==> src/shared/edc_mode_params.svh <==
// offsets, field positions, reset values and timing counts of the mode-register block
// included by the design file; definitions only
`ifndef EDC_MODE_PARAMS_SVH
`define EDC_MODE_PARAMS_SVH
// mode_register_write address codes
`define MRW_DRIVE 4'h1
`define MRW_BANK 4'h3
`define MRW_EDC 4'h4
`define MRW_LP 4'h5
`define MRW_VREF 4'h6
`define MRW_EQ 4'h9
`define MRW_TEST 4'hC
// edc_config_reg fields
`define EDC_CFG_RESET 12'h60F
`define HOLD_MSB 3
`define WCL_MSB 6
`define WCL_LSB 4
`define RCL_MSB 8
`define RCL_LSB 7
`define RD_OFF_BIT 9
`define WR_OFF_BIT 10
`define INV_BIT 11
// other single-bit fields and the two-bit drive field
`define BG_EN_BIT 11
`define BG_SEL_BIT 10
`define PDCG_BIT 1
`define LOCK_BIT 2
`define PRBS_BIT 2
`define DRIVE_LOW_MSB 1
// per-pin fields and sub-addresses
`define SUB_MSB 11
`define SUB_LSB 7
`define VREF_MSB 6
`define DFE_MSB 3
`define TXEQ_MSB 1
`define SA_INV0 5'h08
`define SA_TXEQ0 5'h0A
`define SA_BYTE0 5'h0F
`define SA_DQ8 5'h10
`define SA_INV1 5'h18
`define SA_TXEQ1 5'h1A
`define SA_BYTE1 5'h1F
// latency maps
`define RCL_ZERO_MAP 3'h4
`define WCL_LOW_LIMIT 3'h3
`define WCL_LOW_BASE 5'hF
`define WCL_HIGH_BASE 5'h7
// column gaps in clocks
`define GAP_BG_SEL1 3'h3
`define GAP_BG_SEL0 3'h4
`define GAP_CROSS 3'h2
// timing and stream
`define MODE_UPDATE_CYCLES 16
`define PRBS_SEED 7'h7F
`endif

==> src/shared/edc_mode_pkg.sv <==
// types of the mode-register and error-detect block
// no assumptions beyond a SystemVerilog compiler
package edc_mode_pkg;
  typedef enum logic {
    EMIT_HOLD = 1'b0,
    EMIT_CHECK = 1'b1
  } emit_state_t;
  typedef logic [11:0] op_t;
endpackage

==> src/hdl/edc_mode_regs.sv <==
// mode-register decode and error-detect pin stream, with its check-code queue
// assumes commands and states arrive decoded on clk_sys from the command logic
// Operation
// - bank groups off makes same-group gap equal cross-group gap
// - hold pattern field resets to all ones
// - hold pattern repeats every 4 unit intervals on the detect pins
// - enabled check-code bursts replace the hold pattern while they last
// - enabled pseudo-random feature replaces the hold pattern
// - some writes leave the hold pattern undefined for the update delay
// - no hold pattern in training, self refresh, reset, gated power-down, high-z
// - invert bit inverts second pin hold or pseudo-random pattern, never check bursts
// - read latency code 00 means 4, others their value
// - write latency codes 000-010 mean 15-17, 011-111 mean 10-14
// - read check enable is active low; off means hold pattern stays
// - write check enable is active low; off means hold pattern stays
// - low-power options act independently; clock gating support optional
// - clock gate set lets write_clock receivers switch off in power-down
// - five-bit sub-address selects lane, inversion lane or whole byte
// - address 0110 selects reference register, 1001 equalizer register
// - sub-address 01010 sets byte-0 output equalizer from two low bits
// - four-bit feedback equalizer code, zero off, stored per lane
// - sub-address 11010 sets byte-1 output equalizer from two low bits
`timescale 1ns/1ps
`include "edc_mode_params.svh"

module check_fifo #(
  parameter int WIDTH = 16,
  parameter int DEPTH = 8
) (
  input wire logic clk_sys,
  input wire logic rst,
  input wire logic in_valid,
  output logic in_ready,
  input wire logic [WIDTH-1:0] in_data,
  output logic out_valid,
  input wire logic out_ready,
  output logic [WIDTH-1:0] out_data
);
  localparam int AW = $clog2(DEPTH);
  logic [WIDTH-1:0] mem_ff [DEPTH];
  logic [AW-1:0] wr_ptr_ff;
  logic [AW-1:0] rd_ptr_ff;
  logic [AW:0] count_ff;
  logic push;
  logic pop;

  if (DEPTH < 2 || (1 << AW) != DEPTH) begin : bad_depth
    $error("check_fifo depth must be a power of two, at least 2");
  end

  assign in_ready = count_ff != (AW+1)'(DEPTH);
  assign out_valid = count_ff != '0;
  assign out_data = mem_ff[rd_ptr_ff];
  assign push = in_valid & in_ready;
  assign pop = out_valid & out_ready;

  always_ff @(posedge clk_sys) begin
    if (push) begin
      mem_ff[wr_ptr_ff] <= in_data;
    end
  end

  always_ff @(posedge clk_sys or posedge rst) begin
    if (rst) begin
      wr_ptr_ff <= '0;
      rd_ptr_ff <= '0;
      count_ff <= '0;
    end else begin
      if (push) begin
        wr_ptr_ff <= wr_ptr_ff + 1'b1;
      end
      if (pop) begin
        rd_ptr_ff <= rd_ptr_ff + 1'b1;
      end
      if (push && !pop) begin
        count_ff <= count_ff + 1'b1;
      end else if (pop && !push) begin
        count_ff <= count_ff - 1'b1;
      end
    end
  end
endmodule

module edc_mode_regs #(
  parameter int LANES = 18,
  parameter int CODE_W = 8,
  parameter int FIFO_DEPTH = 8,
  parameter int MODE_UPDATE_CYCLES = `MODE_UPDATE_CYCLES,
  parameter bit PRBS_PRESENT = 1'b1,
  parameter bit PDCG_PRESENT = 1'b1
) (
  input wire logic clk_sys,
  input wire logic rst,
  input wire logic mrw_valid,
  input wire logic [3:0] mrw_addr,
  input wire logic [11:0] mrw_op,
  input wire logic chk_valid,
  output logic chk_ready,
  input wire logic chk_is_write,
  input wire logic [CODE_W-1:0] chk_code,
  input wire logic ca_training,
  input wire logic write_clock_alignment,
  input wire logic self_refresh,
  input wire logic power_down,
  input wire logic edc_hiz,
  output logic [1:0] error_detect_pins,
  output logic [1:0] error_detect_oe,
  output logic hold_undefined,
  output logic [2:0] same_group_column_gap,
  output logic [2:0] cross_group_column_gap,
  output logic rd_check_on,
  output logic wr_check_on,
  output logic [2:0] read_check_latency,
  output logic [4:0] write_check_latency,
  output logic power_down_clock_gate,
  output logic refresh_command_lockout,
  output logic write_clock_rx_off,
  output logic prbs_on,
  output logic [LANES*7-1:0] data_input_reference,
  output logic [LANES*4-1:0] feedback_equalizer,
  output logic [1:0] output_equalizer_byte0,
  output logic [1:0] output_equalizer_byte1
);
  localparam int ENTRY_W = CODE_W + 8;
  localparam int CW = $clog2(CODE_W);
  localparam int MW = $clog2(MODE_UPDATE_CYCLES + 1);

  if (LANES != 18 || CODE_W < 2 || MODE_UPDATE_CYCLES < 1) begin : bad_params
    $error("edc_mode_regs needs 18 lanes, a code of 2+ bits, a nonzero update delay");
  end

  edc_mode_pkg::op_t edc_cfg_ff;
  logic [1:0] bank_cfg_ff;
  logic [1:0] lp_cfg_ff;
  logic prbs_en_ff;
  logic [`DRIVE_LOW_MSB:0] drive_low_ff;
  logic [MW-1:0] undef_cnt_ff;
  logic [7:0] now_ff;
  logic [1:0] ui_ff;
  logic [6:0] lfsr_ff;
  edc_mode_pkg::emit_state_t emit_state_ff;
  logic [CODE_W-1:0] shift_ff;
  logic [CW-1:0] bit_cnt_ff;
  logic [1:0] pins_ff;
  logic [1:0] oe_ff;

  logic wr_edc;
  logic wr_vref;
  logic wr_eq;
  logic [4:0] sub_addr;
  logic undef_trigger;
  logic want_push;
  logic fifo_in_valid;
  logic [ENTRY_W-1:0] fifo_in;
  logic head_valid;
  logic [ENTRY_W-1:0] head;
  logic [7:0] head_age;
  logic head_due;
  logic head_pop;
  logic [4:0] kind_latency;
  logic suppress;
  logic hold_bit;
  logic bg_bit;

  assign wr_edc = mrw_valid && mrw_addr == `MRW_EDC;
  assign wr_vref = mrw_valid && mrw_addr == `MRW_VREF;
  assign wr_eq = mrw_valid && mrw_addr == `MRW_EQ;
  assign sub_addr = mrw_op[`SUB_MSB:`SUB_LSB];

  // decoded settings
  assign rd_check_on = ~edc_cfg_ff[`RD_OFF_BIT];
  assign wr_check_on = ~edc_cfg_ff[`WR_OFF_BIT];
  assign read_check_latency = (edc_cfg_ff[`RCL_MSB:`RCL_LSB] == 2'h0) ? `RCL_ZERO_MAP
    : {1'b0, edc_cfg_ff[`RCL_MSB:`RCL_LSB]};
  assign write_check_latency = (edc_cfg_ff[`WCL_MSB:`WCL_LSB] < `WCL_LOW_LIMIT)
    ? `WCL_LOW_BASE + {2'h0, edc_cfg_ff[`WCL_MSB:`WCL_LSB]}
    : `WCL_HIGH_BASE + {2'h0, edc_cfg_ff[`WCL_MSB:`WCL_LSB]};
  assign cross_group_column_gap = `GAP_CROSS;
  assign same_group_column_gap = !bank_cfg_ff[1] ? `GAP_CROSS
    : (bank_cfg_ff[0] ? `GAP_BG_SEL1 : `GAP_BG_SEL0);
  assign power_down_clock_gate = lp_cfg_ff[0] & PDCG_PRESENT;
  assign refresh_command_lockout = lp_cfg_ff[1];
  assign write_clock_rx_off = power_down & power_down_clock_gate;
  assign prbs_on = prbs_en_ff & PRBS_PRESENT;
  assign hold_undefined = undef_cnt_ff != '0;
  assign error_detect_pins = pins_ff;
  assign error_detect_oe = oe_ff;

  always_ff @(posedge clk_sys or posedge rst) begin
    if (rst) begin
      edc_cfg_ff <= `EDC_CFG_RESET;
    end else if (wr_edc) begin
      edc_cfg_ff <= mrw_op;
    end
  end

  always_ff @(posedge clk_sys or posedge rst) begin
    if (rst) begin
      bank_cfg_ff <= 2'h0;
      lp_cfg_ff <= 2'h0;
      prbs_en_ff <= 1'b0;
      drive_low_ff <= '0;
    end else if (mrw_valid) begin
      if (mrw_addr == `MRW_BANK) begin
        bank_cfg_ff <= {mrw_op[`BG_EN_BIT], mrw_op[`BG_SEL_BIT]};
      end
      if (mrw_addr == `MRW_LP) begin
        lp_cfg_ff <= {mrw_op[`LOCK_BIT], mrw_op[`PDCG_BIT]};
      end
      if (mrw_addr == `MRW_TEST) begin
        prbs_en_ff <= mrw_op[`PRBS_BIT];
      end
      if (mrw_addr == `MRW_DRIVE) begin
        drive_low_ff <= mrw_op[`DRIVE_LOW_MSB:0];
      end
    end
  end

  // writes after which the pin pattern is not guaranteed
  always_comb begin
    undef_trigger = 1'b0;
    if (wr_edc && (mrw_op[`HOLD_MSB:0] != edc_cfg_ff[`HOLD_MSB:0]
        || mrw_op[`INV_BIT:`RD_OFF_BIT] != edc_cfg_ff[`INV_BIT:`RD_OFF_BIT])) begin
      undef_trigger = 1'b1;
    end
    if (mrw_valid && mrw_addr == `MRW_DRIVE && mrw_op[`DRIVE_LOW_MSB:0] != drive_low_ff) begin
      undef_trigger = 1'b1;
    end
    if (wr_vref && ((sub_addr == `SA_TXEQ0 && mrw_op[`TXEQ_MSB:0] != output_equalizer_byte0)
        || (sub_addr == `SA_TXEQ1 && mrw_op[`TXEQ_MSB:0] != output_equalizer_byte1))) begin
      undef_trigger = 1'b1;
    end
    if (mrw_valid && mrw_addr == `MRW_TEST && prbs_en_ff && !mrw_op[`PRBS_BIT]) begin
      undef_trigger = 1'b1;
    end
  end

  always_ff @(posedge clk_sys or posedge rst) begin
    if (rst) begin
      undef_cnt_ff <= '0;
    end else if (undef_trigger) begin
      undef_cnt_ff <= MW'(MODE_UPDATE_CYCLES);
    end else if (undef_cnt_ff != '0) begin
      undef_cnt_ff <= undef_cnt_ff - 1'b1;
    end
  end

  // output equalizer per byte
  always_ff @(posedge clk_sys or posedge rst) begin
    if (rst) begin
      output_equalizer_byte0 <= 2'h0;
      output_equalizer_byte1 <= 2'h0;
    end else if (wr_vref) begin
      if (sub_addr == `SA_TXEQ0) begin
        output_equalizer_byte0 <= mrw_op[`TXEQ_MSB:0];
      end
      if (sub_addr == `SA_TXEQ1) begin
        output_equalizer_byte1 <= mrw_op[`TXEQ_MSB:0];
      end
    end
  end

  // per-lane reference and feedback equalizer storage
  for (genvar g = 0; g < LANES; g++) begin : lane
    localparam logic [4:0] LANE_SA = (g < 8) ? 5'(g) : (g == 8) ? `SA_INV0
      : (g < 17) ? `SA_DQ8 + 5'(g - 9) : `SA_INV1;
    localparam logic [4:0] BYTE_SA = (g < 9) ? `SA_BYTE0 : `SA_BYTE1;
    logic hit;
    assign hit = sub_addr == LANE_SA || sub_addr == BYTE_SA;
    always_ff @(posedge clk_sys or posedge rst) begin
      if (rst) begin
        data_input_reference[g*7 +: 7] <= 7'h0;
        feedback_equalizer[g*4 +: 4] <= 4'h0;
      end else begin
        if (wr_vref && hit) begin
          data_input_reference[g*7 +: 7] <= mrw_op[`VREF_MSB:0];
        end
        if (wr_eq && hit) begin
          feedback_equalizer[g*4 +: 4] <= mrw_op[`DFE_MSB:0];
        end
      end
    end
  end

  // check-code queue, each entry tagged with the cycle it falls due
  assign kind_latency = chk_is_write ? write_check_latency : {2'h0, read_check_latency};
  assign want_push = chk_is_write ? wr_check_on : rd_check_on;
  assign fifo_in_valid = chk_valid & want_push;
  assign fifo_in = {chk_code, now_ff + {3'h0, kind_latency}};
  assign head_age = now_ff - head[7:0];
  assign head_due = head_valid && !head_age[7];
  assign head_pop = head_due && emit_state_ff == edc_mode_pkg::EMIT_HOLD;

  check_fifo #(
    .WIDTH(ENTRY_W),
    .DEPTH(FIFO_DEPTH)
  ) u_fifo (
    .clk_sys(clk_sys),
    .rst(rst),
    .in_valid(fifo_in_valid),
    .in_ready(chk_ready),
    .in_data(fifo_in),
    .out_valid(head_valid),
    .out_ready(head_pop),
    .out_data(head)
  );

  always_ff @(posedge clk_sys or posedge rst) begin
    if (rst) begin
      now_ff <= 8'h0;
      ui_ff <= 2'h0;
      lfsr_ff <= `PRBS_SEED;
    end else begin
      now_ff <= now_ff + 1'b1;
      ui_ff <= ui_ff + 1'b1;
      lfsr_ff <= {lfsr_ff[5:0], lfsr_ff[6] ^ lfsr_ff[5]};
    end
  end

  always_ff @(posedge clk_sys or posedge rst) begin
    if (rst) begin
      emit_state_ff <= edc_mode_pkg::EMIT_HOLD;
      shift_ff <= '0;
      bit_cnt_ff <= '0;
    end else begin
      unique case (emit_state_ff)
        edc_mode_pkg::EMIT_HOLD: begin
          if (head_pop) begin
            emit_state_ff <= edc_mode_pkg::EMIT_CHECK;
            shift_ff <= head[ENTRY_W-1:8];
            bit_cnt_ff <= CW'(CODE_W - 1);
          end
        end
        edc_mode_pkg::EMIT_CHECK: begin
          shift_ff <= shift_ff >> 1;
          bit_cnt_ff <= bit_cnt_ff - 1'b1;
          if (bit_cnt_ff == '0) begin
            emit_state_ff <= edc_mode_pkg::EMIT_HOLD;
          end
        end
      endcase
    end
  end

  // pin drive
  assign suppress = ca_training | write_clock_alignment | self_refresh | edc_hiz
    | (power_down & power_down_clock_gate);
  assign hold_bit = edc_cfg_ff[ui_ff];
  assign bg_bit = prbs_on ? lfsr_ff[6] : hold_bit;

  always_ff @(posedge clk_sys or posedge rst) begin
    if (rst) begin
      pins_ff <= 2'h0;
      oe_ff <= 2'h0;
    end else if (suppress) begin
      pins_ff <= 2'h0;
      oe_ff <= 2'h0;
    end else if (emit_state_ff == edc_mode_pkg::EMIT_CHECK) begin
      pins_ff <= {2{shift_ff[0]}};
      oe_ff <= 2'h3;
    end else begin
      pins_ff <= {bg_bit ^ edc_cfg_ff[`INV_BIT], bg_bit};
      oe_ff <= 2'h3;
    end
  end
endmodule

==> config.mk <==
export PLATFORM = sky130hd
export DESIGN_NAME = edc_mode_regs
export DESIGN_NICKNAME = d
export VERILOG_FILES = /design/src/shared/edc_mode_pkg.sv /design/src/hdl/edc_mode_regs.sv
export VERILOG_INCLUDE_DIRS = /design/src /design/src/shared
export SDC_FILE = /design/constraint.sdc
export NUM_CORES = 1
export LEC_CHECK = 0
export BUFFER_PORTS_ARGS = -buffer_cell sky130_fd_sc_hd__clkbuf_2
export CAP_MARGIN = 40
export CELL_PAD_IN_SITES_DETAIL_PLACEMENT = 1
export CELL_PAD_IN_SITES_GLOBAL_PLACEMENT = 1
export CORE_AREA = 10 10 202 185
export CTS_CLUSTER_DIAMETER = 60
export DETAILED_ROUTE_END_ITERATION = 8
export DIE_AREA = 0 0 212 195
export PLACE_DENSITY_LB_ADDON = 0.12
export SETUP_SLACK_MARGIN = 0.02
export SYNTH_ARGS = -nofsm -noshare
export SYNTH_HDL_FRONTEND = slang
export SYNTH_SLANG_ARGS = --single-unit
==> constraint.sdc <==
create_clock -name clk_sys -period 15.9 [get_ports clk_sys]
set_input_delay 0 -clock clk_sys [delete_from_list [all_inputs] [get_ports clk_sys]]
set_output_delay 0 -clock clk_sys [all_outputs]
set_load 0.01 [all_outputs]
==> flow_summary.yaml, run 1 <==
status:
  status: "finished, final reports clean"
placed_design:
  dp_cells: 1712
  io_buffer_count: 258
  globalplace.congestion: 0.782
  dpl.hpwl_um: 31000
die:
  core_um2: 33400
  die_h_um: 195
  rows: 64
  die_x_um: 212
  die_area_um2: 41300
  ios: 262
  initial_core_util_pct: 48.8
clock_network:
  cts_setup_buffers: 0
  clockRootBuffer: "clkbuf_16"
  worstSkewPairLatency_ns: 0.54
  tritoncts: "done"
  clock-sinks: 396
  cts_htree_levels: 2
  numCtsBuffers: 42
  path_clk_slew_ns: 0.06
  cts_hold_buffers: 24
  cts_resized: 0
  clk_path_buf_depth: 3
critical_path:
  path_cells: "mux4_2 > mux2i_1 > ha_1 > a211oi_1 > o21ai_0 > o21a_1 > o21ai_2 > nand3_2 > ha_1 > inv_1 > ha_1 > a21o_1 > a21oi_1 > xnor2_1 > nor2_1 > xor2_1"
  cp_slowest_stage_delay_ns: 0.67
  timing.setup.critical_path_class: "reg2reg"
  cp.required_ns: 16.31
  cp_slowest_cell: "dfrtp_2"
  crit_top_cell: "ha_1"
  critPathLaunchType: "register"
  endpoint_kind: "register"
  arrival_ns: 4.91
  cp_max_fo: 15
finish:
  nets: 1410
  area_delta_synth_final_pct: 21.7
  drive_above_1_share_pct: 45.3
  multi_input_area_um2: 5430
  final_cells: 1814
  utilization_pct: 59.4
  fillers: 3236
  diodes: 0
  regArea_um2: 10600
sta:
  max_slew_margin_pct: 41.2
  fin_crit_sh_pct: 28.3
  hold_viol_final: 0
  timing.fmax_mhz: 222
  slew_viol_final: 0
  fin_tns_setup_ns: 0
  setup_viol: 0
  skew_ns: 0.0184
  fin_hold_ws_ns: 0.0452
  rsz0062_at_grt: "false"
  layout_min_cycle_time_ns: 4.50
  worstMarginPinSlew_ns: 0.872
synth:
  synth_seq_area_share_pct: 64.8
  synth_edf_count: 128
  async_flop_share_pct: 67.7
  synth_cell_type_count: 54
  synth_top_area_cell: "dfrtp_1"
  synth_most_common_cell: "dfrtp_1"
  synth_warnings: 0
  synth.avg_cell_area_um2: 15.3
  post-synth-top-area-fraction_pct: 39.1
  ys_seq_elements: 396
  synthTopCellsByArea: "dfrtp_1 39%, edfxtp_1 24%, mux2_2 15%, mux4_2 4.4%, dfstp_2 2.1%"
  syn_inst: 1064
  netlist_top_cells_count: "255 x dfrtp_1, 219 x mux2_2, 128 x edfxtp_1"
  synthFlopType: "dfrtp_1"
  syn_area_um2: 16300
pwr:
  p_per_area_nw_per_um2: 148
  switching_share_pct: 29.3
  p_leak_uw: 0.00924
  power.share.sequential_pct: 43.2
  peakVddDrop_v: 0.0000742
  switchingPower_uw: 859
  p_clk_share_pct: 34.0
  p_comb_share_pct: 22.8
  internal-power_uw: 2070
routing:
  viasPerCell: 5.48
  dr_total_vias: 9943
  drt_iter0_drc: 329
  post-route-drc-count: 0
  firstDrtPassIters: 5
  dr_wl_met3_um: 3030
  maxUsedRoutingLayer: "met5"
  wl_met2_um: 22000
  drtAntennaViolNets: 0
  detail_route.wl_per_cell_um: 24.6
  drt_wl_total_um: 44700
  m1WireLength_um: 18700
global_route:
  grtUsageTotal_pct: 21.8
  grt_overflow_total: 0
  grt_max_degree: 113
  grt_pass1_vias: 11100
  antenna_found_initial: 1
  grt_pass1_wl_um: 69300
run:
  maxCapViolCount: 0
worst_hold_path:
  min-delay-path-class: "in2reg"
==> area by class of cell <==
class / count / area share [%]
inverters: 23 / 0.473
multi-input cells: 586 / 27.4
repair buffers: 302 / 8.99
clock inverters: 12 / 0.593
clock buffers: 66 / 6.63
well taps: 429 / 2.70
flip-flops and latches: 396 / 53.2
==> cell families (layout without fill, tap and decap cells) <==
group	count (synthesis)	after routing	synth area share, %
mux	272	272	20.9
fa+ha+maj	25	25	2.01
xor+xnor	44	44	2.36
simple gates	174	174	5.15
compound gates	68	68	2.54
other cells	2	3	0.0460
buf+inv	83	403	2.18
flops	396	396	64.8
==> per-stage QoR <==
| stage | area [um^2] | worst slack, ns | total power, uW |
|---|---|---|---|
| 3_3_place_gp | 18000 | 11.51 | 1910 |
| 2_1_floorplan | 16300 | 8.54 | 1740 |
| 3_5_place_dp | 18200 | 11.41 | 1950 |
| 4_1_cts | 19800 | 11.38 | 2970 |
| 6_report | 19800 | 11.40 | 2930 |
| 5_1_grt | 19800 | 11.04 | 3090 |
==> worst max-delay path, delay by kind of cell (launching register included) <==
family                     cells  cell delay (ns)
and+or+nand+nor                2             0.30
buffers and inverters          1             0.11
DFF                            1             0.67
adders and majority gates      3             0.82
AOI/OAI and AO/OA              6             1.44
xor gates and xnor gates       2             0.28
muxes                          2             0.76
==> flip-flops by register name, indices dropped and copies added (netlist names), 3 cells and up <==
name / cells
bit_cnt_ff: 3
u_fifo.wr_ptr_ff: 3
u_fifo.mem_ff: 128
edc_cfg_ff: 12
undef_cnt_ff: 5
feedback_equalizer: 72
shift_ff: 8
u_fifo.rd_ptr_ff: 3
data_input_reference: 126
now_ff: 8
u_fifo.count_ff: 4
lfsr_ff: 7
==> path summary, 6_finish.rpt <==
| path | cells after the start | to | slack (ns) | start |
|---|---|---|---|---|
| max | 16 | u_fifo.count_ff[3] | 11.40 | u_fifo.rd_ptr_ff[0] |
| min | 3 | prbs_on | 0.05 | mrw_addr[1] |
| max reg2reg | 16 | u_fifo.count_ff[3] | 11.40 | u_fifo.rd_ptr_ff[0] |
| min reg2reg | 0 | lfsr_ff[5] | 0.35 | lfsr_ff[4] |
| max in group asynchronous | 8 | data_input_reference[4] | 13.25 | rst |
| min in group asynchronous | 4 | data_input_reference[101] | 0.56 | rst |
==> power by group through the flow <==
stage                     Clock (uW)  Sequential (uW)  Combinational, uW
after floorplan                    0             1250                487
after detailed placement           0             1290                666
after global routing            1060             1280                743
final                            997             1270                669
after global placement             0             1280                632
after CTS                       1020             1270                680
==> cells in the final DEF (no fill, tap or decap), types with 22 or more instances in the layout <==
cell type | Yosys | final
clkbuf_16 | 0 | 45
clkbuf_2 | 0 | 258
dfrtp_1 | 255 | 254
dlygate4sd3_1 | 0 | 24
edfxtp_1 | 128 | 128
ha_1 | 23 | 23
inv_1 | 23 | 22
mux2_2 | 219 | 219
mux4_2 | 32 | 32
nand2_1 | 54 | 54
nor2_1 | 50 | 44
xnor2_1 | 23 | 23
==> routing by layer <==
| layer | vias to the layer above | track usage [%] |
|---|---|---|
| li1 | 4411 | - |
| met1 | 5239 | 27.5 |
| met2 | 222 | 36.2 |
| met3 | 69 | 6.29 |
| met4 | 2 | 5.48 |
| met5 | - | 0 |
(Power assumes the default switching activity.)
==> inputs of run 2 (changes only) <==
--- a/config.mk
+++ b/config.mk
@@ -10,10 +10,10 @@
 export CAP_MARGIN = 40
 export CELL_PAD_IN_SITES_DETAIL_PLACEMENT = 1
 export CELL_PAD_IN_SITES_GLOBAL_PLACEMENT = 1
-export CORE_AREA = 10 10 202 185
+export CORE_AREA = 10 10 219 200
 export CTS_CLUSTER_DIAMETER = 60
 export DETAILED_ROUTE_END_ITERATION = 8
-export DIE_AREA = 0 0 212 195
+export DIE_AREA = 0 0 229 210
 export PLACE_DENSITY_LB_ADDON = 0.12
 export SETUP_SLACK_MARGIN = 0.02
 export SYNTH_ARGS = -nofsm -noshare
==> constraint.sdc (replaced) <==
create_clock -name clk_sys -period 4.1 [get_ports clk_sys]
set_input_delay 0 -clock clk_sys [delete_from_list [all_inputs] [get_ports clk_sys]]
set_output_delay 0 -clock clk_sys [all_outputs]
set_load 0.01 [all_outputs]
==> run 2 against run 1 <==
Net effect:
- sequential power grew to 3.8 times the previous value
- combinational power grew to 4.0 times the previous value
- hold slack gained 0.021 ns
- highest routed layer is now met4
- core utilization shrank 8.5 points
- count of clock-buffer cells in the layout shrank 7
- die area grew 16%
- register-to-register slack lost 11 ns
==> flow_summary.yaml, run 2 (synthesis gave the netlist of run 1 again) <==
status:
  status: "finished, final reports clean"
sta:
  rsz0062_at_grt: "false"
  hold_viol_final: 0
  max_slew_margin_pct: 47.4
  skew_ns: 0.0240
  fin_tns_setup_ns: 0
  layout_min_cycle_time_ns: 3.77
  timing.fmax_mhz: 265
  fin_crit_sh_pct: 92.0
  setup_viol: 0
  worstMarginPinSlew_ns: 0.779
  fin_hold_ws_ns: 0.0660
  slew_viol_final: 0
critical_path:
  critPathBufInv: 2
  reg2reg_slack_ns: 0.33
  critPathLaunchType: "register"
  path_depth: 17
  arrival_ns: 4.20
  endpoint_kind: "register"
  crit_end: "u_fifo.count_ff[3]"
  crit_path_start: "u_fifo.rd_ptr_ff[0]"
  timing.rr.start: "u_fifo.rd_ptr_ff[0]"
  cp_slowest_stage_delay_ns: 0.52
  cp_slowest_cell: "mux4_2"
  cp_max_fo: 9
  cp.required_ns: 4.53
  r2r_end: "u_fifo.count_ff[3]"
  r2r_cells: 17
  path_delay_family: "adder cells"
  crit_top_cell: "ha_1"
  timing.setup.critical_path_class: "reg2reg"
  path_cells: "buf_6 > mux4_2 > mux2i_1 > ha_1 > nand3_1 > nand2_1 > a21o_1 > o21ai_2 > nand3_2 > ha_1 > inv_1 > ha_1 > a21o_1 > a21oi_1 > xnor2_1 > nor2_1 > xor2_1"
finish:
  nets: 1419
  largest_register_ffs: 128
  area_delta_synth_final_pct: 22.5
  regArea_um2: 10600
  utilization_pct: 51.0
  largest-register: "u_fifo.mem_ff"
  drive_above_1_share_pct: 45.0
  layout_common_cells: "258 x clkbuf_2, 254 x dfrtp_1, 219 x mux2_2"
  final_cells: 1925
  reg_top3: "u_fifo.mem_ff: 128 flops, data_input_reference: 126 flops, feedback_equalizer: 72 flops"
  multi_input_area_um2: 5430
  final_common_cell: "clkbuf_2"
  fillers: 3953
pwr:
  p_leak_uw: 0.00922
  p_per_area_nw_per_um2: 572
  peakVddDrop_v: 0.000377
clock_network:
  clock-sinks: 396
  numCtsBuffers: 44
  worstSkewPairLatency_ns: 0.55
  clockRootBuffer: "clkbuf_16"
  path_clk_slew_ns: 0.06
  cts_htree_levels: 2
  clk_path_buf_depth: 3
  tritoncts: "done"
  cts_setup_buffers: 0
routing:
  detail_route.wl_per_cell_um: 23.8
  firstDrtPassIters: 4
  drtAntennaViolNets: 0
  drt_wl_total_um: 45900
  dr_total_vias: 9828
  viasPerCell: 5.11
  post-route-drc-count: 0
  drt_iter0_drc: 532
run:
  maxCapViolCount: 0
placed_design:
  dp_cells: 1820
  globalplace.congestion: 0.753
  io_buffer_count: 258
  dpl.hpwl_um: 32000
global_route:
  antenna_found_initial: 3
  grt_overflow_total: 0
  grt_pass1_vias: 10900
  grt_max_degree: 123
  grtUsageTotal_pct: 18.8
  grt_pass1_wl_um: 69800
die:
  die_area_um2: 48100
  initial_core_util_pct: 41.6
  die_h_um: 210
  core_um2: 39200
  die_x_um: 229
  rows: 69
  ios: 262
worst_hold_path:
  min-delay-path-class: "in2reg"
  hp-start: "mrw_op[1]"
[run 2: layout make-up]
type | instances | share of cell area [%]
Sequential cell | 396 | 52.9
Multi-Input combinational cell | 586 | 27.2
Timing Repair Buffer | 309 | 9.03
Clock buffer | 59 | 6.21
Tap cell | 532 | 3.33
Clock inverter | 17 | 0.858
Inverter | 23 | 0.451
Antenna cell | 3 | 0.0376
[run 2: what timing repair did]
action | 4_1_cts | 5_1_grt
resized for setup | 0 | 1
hold endpoints to repair | 112 | 0
setup endpoints to repair | 0 | 1
hold buffers | 26 | 0
[run 2: through the flow]
stage                     instance area [um^2]  setup WS, ns  total power [uW]
after floorplan                          16300        0.0781              6760
after global placement                   18200         0.338              7550
final                                    20000         0.327             11400
after CTS                                20000         0.242             11600
after global routing                     20000        0.0789             12000
after detailed placement                 18300         0.273              7640
[run 2: how the worst min path moves through the flow]
stage / end / slack, ns / cells past startpoint
after detailed placement: data_input_reference[37] / 0.16 / 2
final: output_equalizer_byte1[1] / 0.07 / 2
after global routing: output_equalizer_byte1[1] / 0.12 / 2
after floorplan: u_fifo.mem_ff[0][10] / 0.1 / 0
after CTS: edc_cfg_ff[5] / 0.07 / 3
after global placement: data_input_reference[23] / 0.16 / 2
[run 2: worst register-to-register path: cells and delay by family, from the launching register on]
family,cells,cell delay (ns)
compound gates,4,0.73
xor+xnor,2,0.27
fa+ha+maj,3,0.76
buf+inv,2,0.34
flops,1,0.51
mux,2,0.70
simple gates,4,0.34
[run 2: routing by layer]
metal / track usage [%] / vias up / part of all wire, %
met2: 30.7 / 212 / 48
met4: 4.13 / 0 / 1.8
li1: - / 4413 / -
met5: 0 / - / 0
met3: 6.40 / 55 / 7.2
met1: 24.0 / 5148 / 43
[run 2: power by group]
group / switching [uW] / internal (uW)
clock: 1570 / 2300
sequential: 318 / 4560
combinational: 1470 / 1210
total: 3350 / 8070
